`config.mk`:
```
export PLATFORM = sky130hd
export DESIGN_NAME = sbit_timer
export DESIGN_NICKNAME = d
export VERILOG_FILES = /design/src/shared/sbit_pkg.sv /design/src/sbit_timer.sv
export SDC_FILE = /design/constraint.sdc
export NUM_CORES = 1
export LEC_CHECK = 0
export ABC_CLOCK_PERIOD_IN_PS = 5320
export BUFFER_PORTS_ARGS = -buffer_cell sky130_fd_sc_hd__buf_2
export CORE_MARGIN = 2
export CORE_UTILIZATION = 30
export DETAILED_ROUTE_END_ITERATION = 8
export GPL_ROUTABILITY_DRIVEN = 0
export SYNTH_ARGS = -nofsm -noshare
export SYNTH_HDL_FRONTEND = slang
export SYNTH_SLANG_ARGS = --single-unit
export TNS_END_PERCENT = 5
```
`constraint.sdc`:
```
create_clock -name sys_clk -period 5.32 [get_ports sys_clk]
set_clock_uncertainty 0.1 [all_clocks]
set_input_delay 0.798 -clock sys_clk [delete_from_list [all_inputs] [get_ports sys_clk]]
set_output_delay 0.798 -clock sys_clk [all_outputs]
set_load 0.02 [all_outputs]
```
`src/shared/sbit_pkg.sv`:
```
// Purpose: Constants and types for the sixteen-bit interval timer
// Assumes: AHB-Lite slave, 32-bit data, one clock
// Notes: Offsets are byte addresses
package sbit_pkg;
  // ----------------------------------------
  // Register map
  // ----------------------------------------
  localparam logic [7:0] OFF_POWER_MODE = 8'h00;
  localparam logic [7:0] OFF_RUN_CTRL = 8'h04;
  localparam logic [7:0] OFF_TIMER_CTRL = 8'h08;
  localparam logic [7:0] OFF_COMPARE = 8'h0c;
  localparam logic [7:0] OFF_SNAPSHOT = 8'h10;
  localparam logic [7:0] OFF_IRQ_STATUS = 8'h14;
  localparam logic [7:0] OFF_IRQ_MASK = 8'h18;

  // ----------------------------------------
  // Field positions and values
  // ----------------------------------------
  localparam int BIT_IDLE_KEEP = 0;
  localparam int BIT_DBG_FREEZE = 1;
  localparam int BIT_COUNT_GO = 0;
  localparam int BIT_SRC_SEL = 0;
  localparam int BIT_FORCE_LO = 4;
  localparam int BIT_FORCE_HI = 5;
  localparam int BIT_TOGGLE_EN = 7;
  localparam int BIT_CTRL_W0 = 15;
  localparam int BIT_MATCH_IRQ = 0;
  localparam logic [1:0] FORCE_INVERT = 2'h0;
  localparam logic [1:0] FORCE_SET = 2'h1;
  localparam logic [1:0] FORCE_CLEAR = 2'h2;
  localparam logic [1:0] FORCE_NOP = 2'h3;
  localparam logic [15:0] CNT_ZERO = 16'h0000;
  localparam logic [15:0] CNT_ONE = 16'h0001;
  localparam logic [15:0] CMP_RESET = 16'h0000;

  // ----------------------------------------
  // Bus constants
  // ----------------------------------------
  localparam logic [1:0] HTRANS_NONSEQ = 2'h2;
  localparam logic [2:0] HSIZE_WORD = 3'h2;
  localparam logic [31:0] WORD_ZERO = 32'h0000_0000;

  typedef enum logic [0:0] {
    SBIT_ADDR = 1'b0,
    SBIT_DATA = 1'b1
  } sbit_phase_t;

  typedef struct packed {
    logic sel;
    logic write;
    logic [7:0] addr;
  } sbit_req_t;

  typedef struct packed {
    sbit_phase_t phase;
    sbit_req_t req;
    logic [31:0] rdata;
    logic idleKeep;
    logic dbgFreeze;
    logic countGo;
    logic srcSel;
    logic toggleEn;
    logic [15:0] compare;
    logic [15:0] count;
    logic squareWave;
    logic irqStatus;
    logic irqMask;
    logic irq;
    logic matchPulse;
  } sbit_state_t;
endpackage

```
`src/sbit_timer.sv`:
```
// Purpose: Sixteen-bit up-counting interval timer with AHB-Lite register slave
// Assumes: Inputs synchronous to sys_clk; prescaler tick is a one-cycle enable
// Notes: Zero-wait-state slave, response always OKAY
//
// Functional notes
// - Debug freeze bit 1 suspends counting during debug halt; 0 keeps counting.
// - Idle-run bit 0 suspends counting in idle; 1 keeps counting.
// - Counter increments on each selected source tick while count-go is 1.
// - On compare match the count returns to zero and keeps counting.
// - Each compare match emits a match interrupt pulse.
// - Clearing count-go stops counting and holds the count.
// - Software clears counter by writing zero to snapshot; device loads zero.
// - Snapshot read returns live count in bits 15:0, upper bits zero.
// - Sixteen-bit read-write compare value; software never programs zero.
// - Source select 0 picks system clock, 1 picks prescaler tick.
// - Toggle enable bit 7 inverts square wave on every match that meets no same-cycle forcing write.
// - Output-control writes: 00 invert, 01 set, 10 clear, 11 nothing; reads 11.
// - Square wave is low after reset.
// - Square wave changes only on output-control writes while counter is stopped.
// - Counting resumes automatically when idle mode ends.
// - Counting resumes automatically when debug halt is released.
module sbit_timer
  import sbit_pkg::*;
(
  // Clock and reset
  input wire logic sys_clk,
  input wire logic nrst,
  // AHB-Lite slave
  input wire logic hsel,
  input wire logic [31:0] haddr,
  input wire logic [1:0] htrans,
  input wire logic hwrite,
  input wire logic [2:0] hsize,
  input wire logic hready,
  input wire logic [31:0] hwdata,
  output logic [31:0] hrdata,
  output logic hreadyout,
  output logic hresp,
  // System status
  input wire logic prescaleTick,
  input wire logic idleMode,
  input wire logic debugHalt,
  // Timer outputs
  output logic squareWaveOut,
  output logic matchInterrupt,
  output logic irqOut
);

  // ----------------------------------------
  // State
  // ----------------------------------------
  sbit_state_t state_r;
  sbit_state_t state_nxt;

  logic wrEn;
  logic countEn;
  logic srcTick;
  logic isMatch;
  logic [1:0] forceCode;
  logic [31:0] rdMux;

  // ----------------------------------------
  // Next-state logic
  // ----------------------------------------
  always_comb begin
    state_nxt = state_r;
    state_nxt.matchPulse = 1'b0;
    wrEn = (state_r.phase == SBIT_DATA) && state_r.req.sel && state_r.req.write;
    srcTick = state_r.srcSel ? prescaleTick : 1'b1;
    // Suspension is a live gate, so leaving idle or halt resumes by itself
    countEn = state_r.countGo && srcTick
      && !(idleMode && !state_r.idleKeep)
      && !(debugHalt && state_r.dbgFreeze);
    isMatch = countEn && (state_r.count == state_r.compare);
    forceCode = FORCE_NOP;

    // Counter
    if (countEn) begin
      if (isMatch) begin
        state_nxt.count = CNT_ZERO;
        state_nxt.matchPulse = 1'b1;
        if (state_r.toggleEn) begin
          state_nxt.squareWave = ~state_r.squareWave;
        end
      end else begin
        state_nxt.count = state_r.count + CNT_ONE;
      end
    end

    // Register writes take effect in the data phase
    if (wrEn) begin
      case (state_r.req.addr)
        OFF_POWER_MODE: begin
          state_nxt.idleKeep = hwdata[BIT_IDLE_KEEP];
          state_nxt.dbgFreeze = hwdata[BIT_DBG_FREEZE];
        end
        OFF_RUN_CTRL: begin
          state_nxt.countGo = hwdata[BIT_COUNT_GO];
        end
        OFF_TIMER_CTRL: begin
          state_nxt.srcSel = hwdata[BIT_SRC_SEL];
          state_nxt.toggleEn = hwdata[BIT_TOGGLE_EN];
          forceCode = hwdata[BIT_FORCE_HI:BIT_FORCE_LO];
          // Bit 15 is write-zero only and never stored
        end
        OFF_COMPARE: begin
          state_nxt.compare = hwdata[15:0];
        end
        OFF_SNAPSHOT: begin
          // Any write loads zero; software is expected to write zero
          state_nxt.count = CNT_ZERO;
        end
        OFF_IRQ_MASK: begin
          state_nxt.irqMask = hwdata[BIT_MATCH_IRQ];
        end
        OFF_IRQ_STATUS: begin
          if (hwdata[BIT_MATCH_IRQ]) begin
            state_nxt.irqStatus = 1'b0;
          end
        end
        default: begin
          state_nxt.irqMask = state_r.irqMask;
        end
      endcase
    end

    // Software forcing wins over a same-cycle match toggle
    case (forceCode)
      FORCE_INVERT: state_nxt.squareWave = ~state_r.squareWave;
      FORCE_SET: state_nxt.squareWave = 1'b1;
      FORCE_CLEAR: state_nxt.squareWave = 1'b0;
      default: state_nxt.squareWave = state_nxt.squareWave;
    endcase

    // Set wins over clear on the sticky status bit
    if (isMatch) begin
      state_nxt.irqStatus = 1'b1;
    end
    state_nxt.irq = state_nxt.irqStatus && state_nxt.irqMask;

    // Read mux, reserved bits zero
    rdMux = WORD_ZERO;
    case (hsel && htrans == HTRANS_NONSEQ && !hwrite ? haddr[7:0] : OFF_IRQ_MASK ^ OFF_IRQ_MASK)
      OFF_POWER_MODE: begin
        rdMux[BIT_IDLE_KEEP] = state_nxt.idleKeep;
        rdMux[BIT_DBG_FREEZE] = state_nxt.dbgFreeze;
      end
      OFF_RUN_CTRL: rdMux[BIT_COUNT_GO] = state_nxt.countGo;
      OFF_TIMER_CTRL: begin
        rdMux[BIT_SRC_SEL] = state_nxt.srcSel;
        rdMux[BIT_TOGGLE_EN] = state_nxt.toggleEn;
        rdMux[BIT_FORCE_HI:BIT_FORCE_LO] = FORCE_NOP;
      end
      OFF_COMPARE: rdMux[15:0] = state_nxt.compare;
      OFF_SNAPSHOT: rdMux[15:0] = state_nxt.count;
      OFF_IRQ_STATUS: rdMux[BIT_MATCH_IRQ] = state_nxt.irqStatus;
      OFF_IRQ_MASK: rdMux[BIT_MATCH_IRQ] = state_nxt.irqMask;
      default: rdMux = WORD_ZERO;
    endcase
    // Power-mode offset is zero, so an idle read mux would show it; gate it
    if (!(hsel && htrans == HTRANS_NONSEQ && !hwrite && hready)) begin
      rdMux = state_r.rdata;
    end
    state_nxt.rdata = rdMux;

    // Address phase capture
    if (hready) begin
      state_nxt.req.sel = hsel && (htrans == HTRANS_NONSEQ) && (hsize == HSIZE_WORD);
      state_nxt.req.write = hwrite;
      state_nxt.req.addr = haddr[7:0];
      state_nxt.phase = (hsel && htrans == HTRANS_NONSEQ) ? SBIT_DATA : SBIT_ADDR;
    end
  end

  // ----------------------------------------
  // State register
  // ----------------------------------------
  always_ff @(posedge sys_clk or negedge nrst) begin
    if (!nrst) begin
      state_r <= '{phase: SBIT_ADDR, req: '0, rdata: WORD_ZERO, idleKeep: 1'b0, dbgFreeze: 1'b0,
                   countGo: 1'b0, srcSel: 1'b0, toggleEn: 1'b0, compare: CMP_RESET, count: CNT_ZERO,
                   squareWave: 1'b0, irqStatus: 1'b0, irqMask: 1'b0, irq: 1'b0,
                   matchPulse: 1'b0};
    end else begin
      state_r <= state_nxt;
    end
  end

  // ----------------------------------------
  // Outputs
  // ----------------------------------------
  always_comb begin
    hrdata = state_r.rdata;
    hreadyout = 1'b1;
    hresp = 1'b0;
    squareWaveOut = state_r.squareWave;
    matchInterrupt = state_r.matchPulse;
    irqOut = state_r.irq;
  end
endmodule

```
==> impl_metrics.py <==
metrics = {
    "drt": {
        "vias_per_cell": 4.780,
        "drc": 0,
        "drtIter0Drc": 173,
        "wire_per_inst_um": 15.78,
        "first_pass_iters": 4,
        "postRouteAntennaNets": 0,
        "num_vias": 2677,
        "routed_wl_um": 8839,
    },
    "die": {
        "dieArea_mm2": 0.01340,
        "io_pins": 114,
        "core_area_mm2": 0.01211,
        "start_util_pct": 30.93,
        "placementRows": 40,
        "die_w_um": 115.7,
        "die_h_um": 115.7,
    },
    "finish": {
        "n_antenna_cell": 0,
        "syn_to_final_growth_pct": 13.56,
        "nets": 465,
        "final_area_mm2": 0.004254,
        "drive_gt1_share_pct": 27.30,
    },
    "logic_synthesis": {
        "netlist_instances": 351,
        "yosys.area.top_type_share_pct": 46.09,
        "synth_edf_count": 0,
        "yosys_warnings": 0,
        "yosys_most_used_dff": "dfrtp_1",
        "synth_most_common_cell": "dfrtp_1",
        "avgSynthCellArea_um2": 10.67,
        "yosysSeqAreaShare_pct": 46.09,
        "netlist_top_cells_count": "dfrtp_1 (69), buf_4 (35), nor2_1 (28)",
        "synth-async-reset-ratio_pct": 100.0,
        "synth_area_leaders": "dfrtp_1 (46%), buf_4 (7.0%), mux2_2 (6.0%)",
        "synth.largest_area_cell": "dfrtp_1",
        "synth.ff_latch_count": 69,
        "netlist-cell-type-count": 51,
        "netlist_area_mm2": 0.003746,
    },
    "clocking": {
        "cts_resized": 0,
        "post_cts_buffers": 0,
        "cts_buffers": 9,
        "cts_root_buf": "clkbuf_16",
        "cts_htree_levels": 3,
        "clk_path_buf_depth": 2,
        "ctsHoldBuffers": 0,
        "cts_tree": "built",
        "cts_sinks": 69,
        "cts.clk_slew.worst_paths_ns": 0.05,
        "clkLatencyLatePin_ns": 0.34,
    },
    "placement": {
        "port_buffers": 55,
        "dp_hpwl_um": 6433,
        "place_area_mm2": 0.003981,
        "place_ws_ns": 2.232,
    },
    "sta": {
        "worstMarginPinSlew_ns": 1.177,
        "fmax_mhz": 361.7,
        "period_share_pct": 51.97,
        "drv_slew": 0,
        "finalSetupTns_ns": 0,
        "slew_headroom_pct": 21.03,
        "grt_setup_unrepaired": "false",
        "fin_crit_ns": 2.765,
        "setup_viol": 0,
        "hold_violations": 0,
        "final.setup.worst_slack_ns": 2.555,
    },
    "global_routing": {
        "grt_first_pass_wirelength_um": 14190,
        "antenna_found_initial": 0,
        "grt_pass1_vias": 2760,
        "grt_overflow_total": 0,
        "grt_max_degree": 50,
        "grt_usage_pct": 13.95,
    },
    "pwr": {
        "p_leak_nw": 2.007,
        "internal_power_w": 0.0009579,
        "powerDensity_mw_per_mm2": 303.1,
        "vdd_drop_max_v": 0.0001637,
        "switching_power_w": 0.0003313,
        "p_comb_share_pct": 10.8,
        "seqPwrFrac_pct": 46.4,
        "clkPwrFrac_pct": 42.8,
        "p_sw_share_pct": 25.70,
    },
    "critical_path": {
        "end_kind": "flip-flop",
        "path_max_fanout": 12,
        "crit_arrival_ns": 2.89,
        "cp_data_required_time_ns": 5.45,
        "start_kind": "input pin",
        "crit_type": "in -> reg",
    },
    "status": {
        "status": "finished, final reports clean",
    },
    "hold_path": {
        "holdCritPathClass": "in -> async",
    },
    "run": {
        "drv_cap": 0,
    },
}
## cell type report
type / count / area [µm²]
well taps: 168 / 210.2
clock inverters: 1 / 5.005
multi-input cells: 246 / 1739
clock buffers: 15 / 267.8
fillers: 1258 / 7858
inverters: 4 / 15.01
flip-flops and latches: 69 / 1727
repair buffers: 57 / 290.3
## sequential cells by signal (all words and copies together) (netlist names)
name	flops
state_r	50
hrdata	16
irqOut	1
matchInterrupt	1
squareWaveOut	1
## routing by layer
layer / track usage, % / part of all wire [%]
met5: 0 / 0
met4: 4.921 / 1.4
met3: 4.289 / 4.9
met2: 22.11 / 48
met1: 18.13 / 45
## final timing paths
path	from	end	slack, ns	depth (start not counted)
max in group asynchronous	nrst	hrdata[0]	3.78	2
min reg2reg	hrdata[15]	hrdata[15]	0.38	2
max reg2reg	state_r[9]	hrdata[15]	2.60	6
min	nrst	state_r[34]	0.32	1
min in group sys_clk	hrdata[15]	hrdata[15]	0.38	2
max	haddr[5]	hrdata[3]	2.55	7
## stage by stage
step,instances,total power (W),hold slack (ns),utilization (%)
finish,560,0.001289,0.3233,35.12
global route,560,0.001347,0.3588,35.12
CTS,560,0.001302,0.3309,35.12
detailed placement,544,0.0007452,0.3703,32.87
global placement,544,0.0007411,0.3693,32.87
floorplan,367,0.0007018,0.3508,-
## cell usage in the layout, fill, tap and decap left out, types with 5 or more instances in the layout
cell type and n:
dfrtp_1 69, buf_2 55, nor2_1 28, nand2_1 26, xor2_1 24, mux2_2 20, conb_1 18, nand4_1 12
o21ai_1 12, a32oi_1 12, mux2_4 11, nand3_1 9, clkbuf_16 9, xnor2_1 7, nor3_1 7, nor4_1 5
o21ai_0 5, and2_1 5
## critical path: stages
cell and delay, ns:
buf_2 0.12, nor3_1 0.34, and2_1 0.28, nand4_1 0.12, a21oi_1 0.23, nand4_1 0.61
o21ai_0 0.39
## power groups by stage
stage               Clock, W  Sequential, W  Combinational, W
global placement           0       0.000605          0.000136
global route        0.000588       0.000603          0.000156
CTS                 0.000564       0.000598          0.000140
finish              0.000551       0.000598          0.000140
detailed placement         0       0.000606          0.000139
floorplan                  0       0.000598          0.000104
## cell families after synthesis
group                    after synthesis  synth area share (%)
adder cells (fa/ha/maj)                1                0.3339
AO/OA/AOI/OAI                         44                 8.150
flip-flops                            69                 46.09
buffers and inverters                 52                 9.084
XOR/XNOR                              31                 7.248
AND/OR/NAND/NOR                      117                 17.37
multiplexers                          35                 11.52
other                                  2                0.2005
Power figures use the tool's default switching activity.
